### src/verilog/hsp_consts.svh
// Constants of the host serial port: rates, dividers, reset values and limits.
`ifndef HSP_CONSTS_SVH
`define HSP_CONSTS_SVH

// Module clock: 10 MHz, one cycle every 100 ns.
`define HSP_CLK_HZ          10000000
`define HSP_CLK_PERIOD_NS   100
`define HSP_CLK_HZ_W        24'h989680

// Nominal rates of the eight table codes, in bits per second.
`define HSP_RATE_CODE0      1200
`define HSP_RATE_CODE1      2400
`define HSP_RATE_CODE2      4800
`define HSP_RATE_CODE3      9600
`define HSP_RATE_CODE4      19200
`define HSP_RATE_CODE5      38400
`define HSP_RATE_CODE6      57600
// Code 7 is nominally 115200 but really runs at this rate.
`define HSP_RATE_CODE7_REAL 111111

// Clocks per bit, rounded to the nearest whole cycle.
`define HSP_DIV_OF(r)       ((`HSP_CLK_HZ + (r) / 2) / (r))

// Setting range: codes up to 7, literal rates from 0x80 to 0x3d090.
`define HSP_RATE_CODE_MAX   18'h00007
`define HSP_RATE_LIT_MIN    18'h00080
`define HSP_RATE_LIT_MAX    18'h3d090
`define HSP_RATE_RESET      18'h00003

// Reset values of the other settings.
`define HSP_TIMEOUT_RESET   8'h03
`define HSP_PARITY_RESET    3'h0

// Largest radio packet, in bytes.
`define HSP_PKT_MAX         7'h64

// Character length in bit times without and with a parity bit.
`define HSP_CHAR_BITS       4'ha
`define HSP_CHAR_BITS_PAR   4'hb

// Host input buffer shape.
`define HSP_FIFO_WIDTH      8
`define HSP_FIFO_DEPTH      32

// Index of the last step of the shift-subtract divider, which runs 24 steps.
`define HSP_DIV_STEPS       5'h17

`endif

### src/verilog/hsp_pkg.sv
// Types shared by the host serial port packetizer.
package hsp_pkg;

  // Operating style of the host port.
  typedef enum logic [1:0] {
    HSP_API_TRANSPARENT = 2'h0,
    HSP_API_FRAMED      = 2'h1,
    HSP_API_ESCAPED     = 2'h2
  } hsp_api_t;

  // Host port settings written together.
  typedef struct packed {
    logic [7:0] packetSilenceTimeout;
    hsp_api_t   frameApiSelect;
    logic [2:0] paritySetting;
  } hsp_cfg_t;

  // Receiver states.
  typedef enum logic [3:0] {
    HSP_RX_IDLE  = 4'h1,
    HSP_RX_START = 4'h2,
    HSP_RX_DATA  = 4'h4,
    HSP_RX_STOP  = 4'h8
  } hsp_rx_state_t;

  // Baud calculation states.
  typedef enum logic [2:0] {
    HSP_CALC_IDLE = 3'h1,
    HSP_CALC_RATE = 3'h2,
    HSP_CALC_BACK = 3'h4
  } hsp_calc_state_t;

endpackage : hsp_pkg

### src/verilog/hsp_fifo.sv
// Host input buffer: flip-flop FIFO with valid and ready on both sides.
module hsp_fifo #(
  parameter int WIDTH = 8,
  parameter int DEPTH = 32
) (
  input  wire logic             clk,
  input  wire logic             rstN,
  input  wire logic             inValid,
  input  wire logic [WIDTH-1:0] inData,
  output logic                  inReady,
  output logic                  outValid,
  output logic [WIDTH-1:0]      outData,
  input  wire logic             outReady
);

  localparam int AW = $clog2(DEPTH);

  logic [WIDTH-1:0] mem [DEPTH];
  logic [AW-1:0]    wrPtr_reg;
  logic [AW-1:0]    rdPtr_reg;
  logic [AW:0]      count_reg;
  logic             push;
  logic             pop;

  // Full and empty come straight from the occupancy count.
  assign inReady  = count_reg != (AW + 1)'(DEPTH);
  assign outValid = count_reg != '0;
  assign outData  = mem[rdPtr_reg];
  assign push     = inValid && inReady;
  assign pop      = outValid && outReady;

  // Storage is written only, never reset, to keep it plain flip-flops.
  always_ff @(posedge clk) begin
    if (push) begin
      mem[wrPtr_reg] <= inData;
    end
  end

  // Pointers wrap because the depth is a power of two.
  always_ff @(posedge clk or negedge rstN) begin
    if (!rstN) begin
      wrPtr_reg <= '0;
      rdPtr_reg <= '0;
      count_reg <= '0;
    end else begin
      wrPtr_reg <= push ? wrPtr_reg + 1'b1 : wrPtr_reg;
      rdPtr_reg <= pop ? rdPtr_reg + 1'b1 : rdPtr_reg;
      count_reg <= count_reg + (AW + 1)'(push) - (AW + 1)'(pop);
    end
  end

endmodule : hsp_fifo

### src/verilog/hsp_packetizer.sv
// Host serial receiver, baud setting logic and radio packetizer.
`include "hsp_consts.svh"
module hsp_packetizer
  import hsp_pkg::*;
(
  input  wire logic        clk,
  input  wire logic        rst_b,
  input  wire logic        serialRxPin,
  input  wire logic        cfgWrite,
  input  wire hsp_cfg_t    cfgIn,
  input  wire logic        rateWrite,
  input  wire logic [17:0] rateIn,
  input  wire logic        exitCmdDone,
  input  wire logic        radioReady,
  output logic             hostClearToSend_b,
  output logic [7:0]       radioData,
  output logic             radioValid,
  output logic             radioCommit,
  output logic [6:0]       radioLength,
  output logic [17:0]      rateStored,
  output logic             rateBusy,
  output logic             rateReject,
  output logic [16:0]      rateDivider,
  output hsp_cfg_t         cfgActive,
  output logic             framingError,
  output logic             overrun
);

  // Per-code clock divider; code 7 uses the slower real rate.
  function automatic logic [16:0] codeDivisor(input logic [2:0] code);
    case (code)
      3'h0:    codeDivisor = 17'(`HSP_DIV_OF(`HSP_RATE_CODE0));
      3'h1:    codeDivisor = 17'(`HSP_DIV_OF(`HSP_RATE_CODE1));
      3'h2:    codeDivisor = 17'(`HSP_DIV_OF(`HSP_RATE_CODE2));
      3'h3:    codeDivisor = 17'(`HSP_DIV_OF(`HSP_RATE_CODE3));
      3'h4:    codeDivisor = 17'(`HSP_DIV_OF(`HSP_RATE_CODE4));
      3'h5:    codeDivisor = 17'(`HSP_DIV_OF(`HSP_RATE_CODE5));
      3'h6:    codeDivisor = 17'(`HSP_DIV_OF(`HSP_RATE_CODE6));
      default: codeDivisor = 17'(`HSP_DIV_OF(`HSP_RATE_CODE7_REAL));
    endcase
  endfunction : codeDivisor

  logic            rstSync1_reg;
  logic            rstN;
  logic            rxMeta_reg;
  logic            rxPin_reg;
  hsp_cfg_t        cfg_reg;
  hsp_calc_state_t calc_reg;
  logic [23:0]     num_reg;
  logic [17:0]     den_reg;
  logic [17:0]     rem_reg;
  logic [23:0]     quo_reg;
  logic [4:0]      step_reg;
  logic [16:0]     pendDiv_reg;
  logic [16:0]     div_reg;
  logic            applyPend_reg;
  logic [17:0]     stored_reg;
  logic            reject_reg;
  hsp_rx_state_t   rx_reg;
  logic [16:0]     rxTick_reg;
  logic [3:0]      rxBit_reg;
  logic [7:0]      rxShift_reg;
  logic            rxDone_reg;
  logic            rxErr_reg;
  logic [16:0]     idleTick_reg;
  logic [3:0]      idleBits_reg;
  logic [7:0]      silence_reg;
  logic [6:0]      pktCount_reg;
  logic [7:0]      radioData_reg;
  logic            radioValid_reg;
  logic            commit_reg;
  logic [6:0]      length_reg;
  logic            overrun_reg;
  logic            cts_b_reg;
  logic            fifoInReady;
  logic            fifoOutValid;
  logic [7:0]      fifoOutData;
  logic            take;

  // Reset is released through two flops so every flop leaves reset together.
  always_ff @(posedge clk or negedge rst_b) begin
    if (!rst_b) begin
      rstSync1_reg <= 1'b0;
      rstN         <= 1'b0;
    end else begin
      rstSync1_reg <= 1'b1;
      rstN         <= rstSync1_reg;
    end
  end

  // The receive pin is asynchronous; only the second flop is read.
  always_ff @(posedge clk or negedge rstN) begin
    if (!rstN) begin
      rxMeta_reg <= 1'b1;
      rxPin_reg  <= 1'b1;
    end else begin
      rxMeta_reg <= serialRxPin;
      rxPin_reg  <= rxMeta_reg;
    end
  end

  // Settings take effect at once; parity only stretches the character.
  always_ff @(posedge clk or negedge rstN) begin
    if (!rstN) begin
      cfg_reg.packetSilenceTimeout <= `HSP_TIMEOUT_RESET;
      cfg_reg.frameApiSelect       <= HSP_API_TRANSPARENT;
      cfg_reg.paritySetting        <= `HSP_PARITY_RESET;
    end else if (cfgWrite) begin
      cfg_reg <= cfgIn;
    end
  end

  // Rate setting classification and one shift-subtract divider step.
  logic        rateIsCode;
  logic        rateIsLit;
  logic [18:0] divShift;
  logic        divGe;
  logic [23:0] quoNext;
  logic        stepLast;
  assign rateIsCode = rateIn <= `HSP_RATE_CODE_MAX;
  assign rateIsLit  = rateIn >= `HSP_RATE_LIT_MIN && rateIn <= `HSP_RATE_LIT_MAX;
  assign divShift   = {rem_reg, num_reg[23]};
  assign divGe      = divShift >= {1'b0, den_reg};
  assign quoNext    = {quo_reg[22:0], divGe};
  assign stepLast   = step_reg == `HSP_DIV_STEPS;

  // Literal rates take two divisions: clocks per bit, then the rate that
  // divider really gives. Rounding both ways keeps the stored value honest.
  always_ff @(posedge clk or negedge rstN) begin
    if (!rstN) begin
      calc_reg    <= HSP_CALC_IDLE;
      num_reg     <= '0;
      den_reg     <= '0;
      rem_reg     <= '0;
      quo_reg     <= '0;
      step_reg    <= '0;
      pendDiv_reg <= 17'(`HSP_DIV_OF(`HSP_RATE_CODE3));
      stored_reg  <= `HSP_RATE_RESET;
      reject_reg  <= 1'b0;
    end else begin
      reject_reg <= 1'b0;
      case (calc_reg)
        HSP_CALC_IDLE: begin
          rem_reg  <= '0;
          step_reg <= '0;
          if (rateWrite && rateIsCode) begin
            pendDiv_reg <= codeDivisor(rateIn[2:0]);
            stored_reg  <= rateIn;
          end else if (rateWrite && rateIsLit) begin
            num_reg  <= `HSP_CLK_HZ_W + 24'(rateIn >> 1);
            den_reg  <= rateIn;
            calc_reg <= HSP_CALC_RATE;
          end else if (rateWrite) begin
            reject_reg <= 1'b1;
          end
        end
        HSP_CALC_RATE, HSP_CALC_BACK: begin
          rem_reg  <= divGe ? 18'(divShift - {1'b0, den_reg}) : divShift[17:0];
          num_reg  <= {num_reg[22:0], 1'b0};
          quo_reg  <= quoNext;
          step_reg <= step_reg + 5'h01;
          if (stepLast && calc_reg == HSP_CALC_RATE) begin
            pendDiv_reg <= quoNext[16:0];
            num_reg     <= `HSP_CLK_HZ_W + 24'(quoNext[16:1]);
            den_reg     <= {1'b0, quoNext[16:0]};
            rem_reg     <= '0;
            step_reg    <= '0;
            calc_reg    <= HSP_CALC_BACK;
          end else if (stepLast) begin
            stored_reg <= quoNext[17:0];
            calc_reg   <= HSP_CALC_IDLE;
          end
        end
        default: calc_reg <= HSP_CALC_IDLE;
      endcase
    end
  end

  // The divider in use changes only after the exit acknowledge, and only
  // once any calculation has finished; a new request wins over the clear.
  always_ff @(posedge clk or negedge rstN) begin
    if (!rstN) begin
      applyPend_reg <= 1'b0;
      div_reg       <= 17'(`HSP_DIV_OF(`HSP_RATE_CODE3));
    end else begin
      applyPend_reg <= exitCmdDone || (applyPend_reg && calc_reg != HSP_CALC_IDLE);
      if (applyPend_reg && calc_reg == HSP_CALC_IDLE) begin
        div_reg <= pendDiv_reg;
      end
    end
  end

  // Receiver timing: half a bit to the start centre, then whole bits.
  logic        rxTickDone;
  logic [3:0]  rxLastBit;
  logic [3:0]  charBits;
  assign rxTickDone = rxTick_reg == '0;
  assign rxLastBit  = cfg_reg.paritySetting == 3'h0 ? 4'h7 : 4'h8;
  assign charBits   = cfg_reg.paritySetting == 3'h0 ? `HSP_CHAR_BITS : `HSP_CHAR_BITS_PAR;

  // Eight data bits LSB first; a parity bit, if present, is skipped unread.
  always_ff @(posedge clk or negedge rstN) begin
    if (!rstN) begin
      rx_reg      <= HSP_RX_IDLE;
      rxTick_reg  <= '0;
      rxBit_reg   <= '0;
      rxShift_reg <= '0;
      rxDone_reg  <= 1'b0;
      rxErr_reg   <= 1'b0;
    end else begin
      rxDone_reg <= 1'b0;
      rxErr_reg  <= 1'b0;
      rxTick_reg <= rxTickDone ? div_reg - 17'h00001 : rxTick_reg - 17'h00001;
      case (rx_reg)
        HSP_RX_IDLE: if (!rxPin_reg) begin
          rxTick_reg <= {1'b0, div_reg[16:1]};
          rx_reg     <= HSP_RX_START;
        end
        HSP_RX_START: if (rxTickDone) begin
          rxBit_reg <= '0;
          rx_reg    <= rxPin_reg ? HSP_RX_IDLE : HSP_RX_DATA;
        end
        HSP_RX_DATA: if (rxTickDone) begin
          if (rxBit_reg[3] == 1'b0) begin
            rxShift_reg <= {rxPin_reg, rxShift_reg[7:1]};
          end
          rxBit_reg <= rxBit_reg + 4'h1;
          rx_reg    <= rxBit_reg == rxLastBit ? HSP_RX_STOP : HSP_RX_DATA;
        end
        HSP_RX_STOP: if (rxTickDone) begin
          rxDone_reg <= rxPin_reg;
          rxErr_reg  <= !rxPin_reg;
          rx_reg     <= HSP_RX_IDLE;
        end
        default: rx_reg <= HSP_RX_IDLE;
      endcase
    end
  end

  // Silence is measured in whole character times while the line idles high.
  logic lineIdle;
  assign lineIdle = rx_reg == HSP_RX_IDLE && rxPin_reg;

  always_ff @(posedge clk or negedge rstN) begin
    if (!rstN) begin
      idleTick_reg <= '0;
      idleBits_reg <= '0;
      silence_reg  <= '0;
    end else if (!lineIdle) begin
      idleTick_reg <= div_reg - 17'h00001;
      idleBits_reg <= '0;
      silence_reg  <= '0;
    end else if (idleTick_reg == '0) begin
      idleTick_reg <= div_reg - 17'h00001;
      idleBits_reg <= idleBits_reg == charBits - 4'h1 ? 4'h0 : idleBits_reg + 4'h1;
      if (idleBits_reg == charBits - 4'h1 && silence_reg != 8'hff) begin
        silence_reg <= silence_reg + 8'h01;
      end
    end else begin
      idleTick_reg <= idleTick_reg - 17'h00001;
    end
  end

  // The buffer cannot stall the line, so a byte meeting a full buffer is
  // dropped and flagged; the host is asked to pause before that happens.
  hsp_fifo #(
    .WIDTH (`HSP_FIFO_WIDTH),
    .DEPTH (`HSP_FIFO_DEPTH)
  ) u_host_input_buffer (
    .clk      (clk),
    .rstN     (rstN),
    .inValid  (rxDone_reg),
    .inData   (rxShift_reg),
    .inReady  (fifoInReady),
    .outValid (fifoOutValid),
    .outData  (fifoOutData),
    .outReady (take)
  );

  // Packet decisions; framed styles leave packet boundaries to the frames.
  logic transparent;
  logic pktFull;
  logic drained;
  logic silenceMet;
  logic commitNow;
  assign transparent = cfg_reg.frameApiSelect == HSP_API_TRANSPARENT;
  assign pktFull     = transparent && pktCount_reg == `HSP_PKT_MAX;
  assign drained     = !fifoOutValid && !radioValid_reg;
  assign silenceMet  = cfg_reg.packetSilenceTimeout == 8'h00
                    || silence_reg >= cfg_reg.packetSilenceTimeout;
  // The radio side paces itself by its own ready, never by the baud rate.
  assign take        = fifoOutValid && !pktFull && (!radioValid_reg || radioReady);
  assign commitNow   = transparent && pktCount_reg != 7'h00
                    && (pktFull ? !radioValid_reg : drained && silenceMet);

  // Output stage and packet byte count.
  always_ff @(posedge clk or negedge rstN) begin
    if (!rstN) begin
      radioData_reg  <= '0;
      radioValid_reg <= 1'b0;
      pktCount_reg   <= '0;
      commit_reg     <= 1'b0;
      length_reg     <= '0;
    end else begin
      commit_reg <= commitNow;
      if (take) begin
        radioData_reg  <= fifoOutData;
        radioValid_reg <= 1'b1;
      end else if (radioReady) begin
        radioValid_reg <= 1'b0;
      end
      if (commitNow) begin
        length_reg   <= pktCount_reg;
        pktCount_reg <= '0;
      end else if (take && transparent) begin
        pktCount_reg <= pktCount_reg + 7'h01;
      end
    end
  end

  // Flow control toward the host: pause while the buffer is full.
  always_ff @(posedge clk or negedge rstN) begin
    if (!rstN) begin
      overrun_reg <= 1'b0;
      cts_b_reg   <= 1'b0;
    end else begin
      overrun_reg <= rxDone_reg && !fifoInReady;
      cts_b_reg   <= !fifoInReady;
    end
  end

  // Every output is a flop except rateBusy, decoded from the calculation state.
  assign hostClearToSend_b = cts_b_reg;
  assign radioData         = radioData_reg;
  assign radioValid        = radioValid_reg;
  assign radioCommit       = commit_reg;
  assign radioLength       = length_reg;
  assign rateStored        = stored_reg;
  assign rateBusy          = calc_reg != HSP_CALC_IDLE;
  assign rateReject        = reject_reg;
  assign rateDivider       = div_reg;
  assign cfgActive         = cfg_reg;
  assign framingError      = rxErr_reg;
  assign overrun           = overrun_reg;

endmodule : hsp_packetizer

### config.mk
export PLATFORM = sky130hd
export DESIGN_NAME = hsp_packetizer
export DESIGN_NICKNAME = d
export VERILOG_FILES = /design/src/verilog/hsp_pkg.sv /design/src/verilog/hsp_fifo.sv /design/src/verilog/hsp_packetizer.sv
export VERILOG_INCLUDE_DIRS = /design/src /design/src/verilog
export SDC_FILE = /design/constraint.sdc
export NUM_CORES = 1
export LEC_CHECK = 0
export ABC_AREA = 1
export BUFFER_PORTS_ARGS = -buffer_cell sky130_fd_sc_hd__buf_2
export CAP_MARGIN = 20
export CORE_MARGIN = 4
export CORE_UTILIZATION = 41
export DETAILED_ROUTE_END_ITERATION = 12
export GPL_TIMING_DRIVEN = 0
export SYNTH_ARGS = -nofsm -noshare
export SYNTH_HDL_FRONTEND = slang
export SYNTH_SLANG_ARGS = --single-unit
export TNS_END_PERCENT = 20
### constraint.sdc
create_clock -name clk -period 13.3 [get_ports clk]
set_clock_uncertainty 0.1 [all_clocks]
set_input_delay 0 -clock clk [delete_from_list [all_inputs] [get_ports clk]]
set_output_delay 0 -clock clk [all_outputs]
set_load 0.01 [all_outputs]
# [Word level (Yosys, flattened, before mapping)]
# Memories as Yosys holds them, arrays and structs flattened. A register that Yosys moved wholly into a read port is not among the register bits.
# Cells that the tools add are included.
# Widths: inputs -> output; s select.
[classes] addsub=16 magnitude_cmp=5 eq_ne=33 n_mux=64 bitwise_logic=1 n_reduce_logical=50
[op_table] op="$mux 18" n=8
[op_table] op="$mux 17" n=7
[op_table] op="$pmux 18 s2" n=3
[op_table] op="$pmux 14 s7" n=1
[op_table] op="$mux 24" n=3
[op_table] op="$sub 17x1->17 const B" n=3
[op_table] op="$pmux 24 s2" n=1
[op_table] op="$mux 4" n=11
[op_table] op="$logic_not 17->1" n=2
[op_table] op="$pmux 17 s2" n=1
[op_table] op="$add 24x16->24 const A" n=1
[op_table] op="$add 24x17->24 const A" n=1
[op_table] op="$mux 8" n=3
[op_table] op="$ne 2x2->1 const B" n=10
[op_table] op="$ge 19x18->1" n=1
[op_table] op="$logic_and 1x1->1" n=19
[op_table] op="$ge 18x8->1 const B" n=1
[op_table] op="$le 18x18->1 const B" n=1
[op_table] op="$le 18x3->1 const B" n=1
[op_table] op="$sub 18x18->18" n=1
[op_table] op="$pmux 4 s4" n=1
[op_table] op="$add 5x1->5 const B" n=3
[op_table] op="$mux 3" n=5
[op_table] op="$reduce_and 3->1" n=5
[op_table] op="40 further kinds" n=76
[totals] ff_bits=254 ramBits=256 in_bits=38 output_inout_bits=70 memories=1
[memory_table] name="u_host_input_buffer.mem" words=32 word_bits=8 read_ports=1 rd_ports_with_merged_regs=1 write_ports=1 line="hsp_fifo.sv:18" source="logic [WIDTH-1:0] mem [DEPTH];"

# [Logic depth before layout (Yosys ltp)]
[depth] word_depth=8 depth_mapped=17 ltp_nobuf=16

# [Hierarchy]
# From an unflattened synthesis, not the netlist that was laid out.
[hier_totals] hier_cells=2899 area_unflattened_um2=25590.8
[by_module_without_submodules] mod="hsp_packetizer" n_inst=1 cells_per_inst=1776 area_each_um2=13778.2 seq_area_each_um2=6173.4
[by_module_without_submodules] mod="hsp_fifo" n_inst=1 cells_per_inst=1123 area_each_um2=11812.6 seq_area_each_um2=8087.8

# [Worst setup path after synthesis]
# OpenSTA, ideal clock, no wires.
[synth_path] path_kind="reg2reg" start="register pktCount_reg[0]" end="register u_host_input_buffer.count_reg[4]" arrival_ns=2.513 required_ns=13.121 path_slack_ns=10.608 stages_incl_launch_ff=17 path_cell_list="dfrtp_1 inv_1 ha_1 nand2_1 inv_1 nand3_1 nand3_1 inv_1 clkbuf_1 ha_1 inv_1 ha_1 fa_1 a21oi_1 nor2_1 nor2_1 xor2_1"
[synth_between] elab_chain_cells=7
[synth_lines] element="start, declared" line="hsp_packetizer.sv:68" source="logic [6:0] pktCount_reg;"
[synth_lines] element="start signal, assigned" line="hsp_packetizer.sv:316" source="pktCount_reg <= pktCount_reg + 7'h01;"
[synth_lines] element="$eq 7x7->1 (no source line)"
[synth_lines] element="$logic_and 1x1->1 (no source line)"
[synth_lines] element="$logic_not 1->1" line="hsp_packetizer.sv:292" source="assign take = fifoOutValid && !pktFull && (!radioValid_reg || radioReady);"
[synth_lines] element="$logic_and 1x1->1 (2 in series)" line="hsp_packetizer.sv:292"
[synth_lines] element="$logic_and 1x1->1" line="hsp_fifo.sv:30" source="assign pop = outValid && outReady;"
[synth_lines] element="net u_host_input_buffer.pop" line="hsp_fifo.sv:23" source="logic pop;"
[synth_lines] element="$sub 6x1->6" line="hsp_fifo.sv:48" source="count_reg <= count_reg + (AW + 1)'(push) - (AW + 1)'(pop);"
[synth_lines] element="end signal, assigned" line="hsp_fifo.sv:48"
[synth_lines] element="end, declared" line="hsp_fifo.sv:21" source="logic [AW:0] count_reg;"
# The timed path passes the listed nets, and every way through them passes these cells.
# A chain may end at the register's enable or synchronous reset.

# [Final worst setup path]
# Ends and elaborated chain as after synthesis.

==> metrics.txt <==
status finished clean; Slew headroom 39.3%; DRT iter0 DRCs 1,891; Slew @ Worst Pin 0.907 ns; Final Critical Period 3.29 ns; Layout area overhead 18.6%; Fmax achieved 303 MHz; final wirelength 69,800 um; routability cong. 0.965; Worst setup SP type flip-flop; Switching Share 41.3%; initial antenna violation count 1; logic gate share of total power 41.4%; largest net degree at the start of global routing 59; CTS Buf Count 57; I/O Pins 108; post-synthesis cell count 2,715; Mapped Area 24,900 um2; top cell type by total area after synthesis edfxtp_1; gr usage total 21.7%; Die X 254 um; YS warnings 0; Sink Count 518; Layout Nets 3,061; GRT Residual Overflow 0; flip-flop and latch count after synthesis 518; PortBufs 106; Core Region 60,200 um2; Finished Core Util 49.0%; Crit Path Class reg2reg; endpoints failing setup 0; CP Data Arrival Time 3.74 ns; Worst IR Drop VDD 0.000130 V; Data required, critical path 13.75 ns; Max Slew Vio Count 0; Tot Pwr 6640 uW; Clock power frac 25.6%; CTS resizes 0; max reg flops 256; Starting Density 41.3%; filler cell count 5,595; vias per cell 5.27; die height 254 um; CP endpoint kind flip-flop; setup bufs post-CTS 0; Final Cell Area 29,500 um2; Post-DP HPWL 49,100 um; Hold Vio Cnt, Final 0; Root Buffer clkbuf_16; internal power 3890 uW; first-pass GRT wire length 111,000 um; CTS tree built; leading post-synthesis cells by cell area edfxtp_1 (31%), dfrtp_1 (25%), nand2_1 (9.9%); clock buffer depth 3; sw power 2740 uW; DRC 0; Worst-path clk slew 0.06 ns; share of cells above drive strength 1 11.2%; n_diodes 0; ANT nets after route 0; DR vias 20,000; worst skew pair latency 0.62 ns; LEAKAGE 0.0134 uW; P per Cell Area 225 nW/um2; maxcap violations 0; die area 64,700 um2; vias in the first global route 19,700; WHS 0.122 ns; per-cell routed wire length 18.4 um; syn_area_per_cell 9.16 um2; Post-CTS Hold Buffers 77; Hold Path Class in2reg; dpl cell area 26,600 um2; top cell type's share of synthesized area 30.9%; part of the Yosys area used for sequential elements 57.3%; post-route setup TNS 0 ns; row count 90; post-synthesis net count 2,807; sequential power share 33.1%; worst-path maximum fanout 10; RSZ-0062 raised after global routing no; final cycle utilization of the critical path 24.8%; drt pass-1 iters 5; H-tree depth 2; Synth cell types 52
layout make-up:
class / instances / area, um2 / area share [%]
sequential: 518 / 14300 / 48.4
multi-input combinational: 1816 / 9060 / 30.7
timing repair buffer: 195 / 1620 / 5.49
clock buffer: 70 / 1540 / 5.20
inverter: 281 / 1060 / 3.58
tap: 782 / 978 / 3.32
clock inverter: 37 / 498 / 1.69
buffer: 100 / 490 / 1.66
path summary, 6_finish.rpt:
| kind | slack [ns] | startpoint | cells after the start | end |
|---|---|---|---|---|
| setup / recovery | 10.01 | pktCount_reg[0] | 16 | u_host_input_buffer.count_reg[4] |
| hold / removal | 0.12 | radioReady | 5 | radioValid |
| setup reg to reg | 10.01 | pktCount_reg[0] | 16 | u_host_input_buffer.count_reg[4] |
| hold reg to reg | 0.25 | rstSync1_reg | 0 | rstN |
| max in group asynchronous | 11.67 | rstN | 2 | calc_reg[0] |
| min in group asynchronous | 0.13 | rst_b | 3 | rstN |
critical path, stage by stage, from the launching register on:
cell and delay [ns]:
dfrtp_1 0.36, inv_1 0.10, ha_1 0.21, nand2_1 0.06, inv_1 0.05, nand3_1 0.12, nand3_1 0.25, inv_1 0.21
clkbuf_1 0.44, ha_1 0.22, inv_1 0.04, ha_1 0.20, fa_1 0.41, a21oi_1 0.15, nor2_1 0.05, nor2_1 0.10
xor2_1 0.16
cells by family after synthesis:
group                    Yosys count  synth area share, %
other                              1               0.0151
multiplexers                       7                0.312
flip-flops                       518                 57.3
buffers and inverters            381                 6.22
AO/OA/AOI/OAI                    424                 9.53
adder cells (fa/ha/maj)           54                 2.78
XOR/XNOR                          70                 2.47
AND/OR/NAND/NOR                 1260                 21.3
cells in the mapped netlist (all sizes together):
library cell	count
edfxtp	256
nor3b	1
dfstp	14
a21oi	65
clkinv	3
o31ai	4
fa	2
xor2	55
nor4	3
nand2	671
clkbuf	51
mux2i	1
dfrtp	248
or2	5
ha	52
mux2	6
xnor2	15
a31oi	10
inv	278
o21ai	284
a22oi	1
and3	1
buf	49
nand4	23
a21o	2
nor3	20
o221ai	12
a211oi	1
nand3	199
nand3b	17
a22o	1
conb	1
o22ai	20
o211ai	23
nor2	320
o21bai	1
layout by cell type, fill, tap and decap left out, types with 17 or more instances in the layout:
cell | synthesis | routed
inv_1 | 265 | 265
nor3_1 | 18 | 18
nand3b_1 | 17 | 17
o22ai_1 | 20 | 20
o211ai_1 | 23 | 23
dfrtp_1 | 248 | 247
o21ai_0 | 216 | 216
edfxtp_1 | 256 | 256
clkbuf_16 | 0 | 57
a21oi_1 | 62 | 62
ha_1 | 52 | 52
nand2_1 | 658 | 658
dlygate4sd3_1 | 0 | 77
clkbuf_1 | 51 | 58
buf_2 | 35 | 141
nand4_1 | 23 | 23
xor2_1 | 55 | 55
nor2_1 | 310 | 310
o21ai_1 | 55 | 55
nand3_1 | 196 | 196
per-stage QoR:
step                setup slack [ns]  cells
finish                         10.01   3799
global route                    9.80   3799
CTS                             9.98   3796
detailed placement             10.01   3612
global placement                2.12   3603
floorplan                       5.38   2715
per-layer routing:
layer	global-route usage (%)	wire length (um)
met1	29.6	30300
met3	3.42	4530
met2	35.4	32500
met5	0	13
met4	7.59	2430
power groups by stage:
| stage | sequential [uW] | clock [uW] | combinational, uW |
|---|---|---|---|
| final | 2190 | 1700 | 2750 |
| after global routing | 2230 | 1800 | 3070 |
| after CTS | 2190 | 1730 | 2730 |
| after detailed placement | 2220 | 0 | 2690 |
| after global placement | 2220 | 0 | 2630 |
| after floorplan | 2190 | 0 | 1850 |
Note: power is estimated with default switching activity, not from simulation.
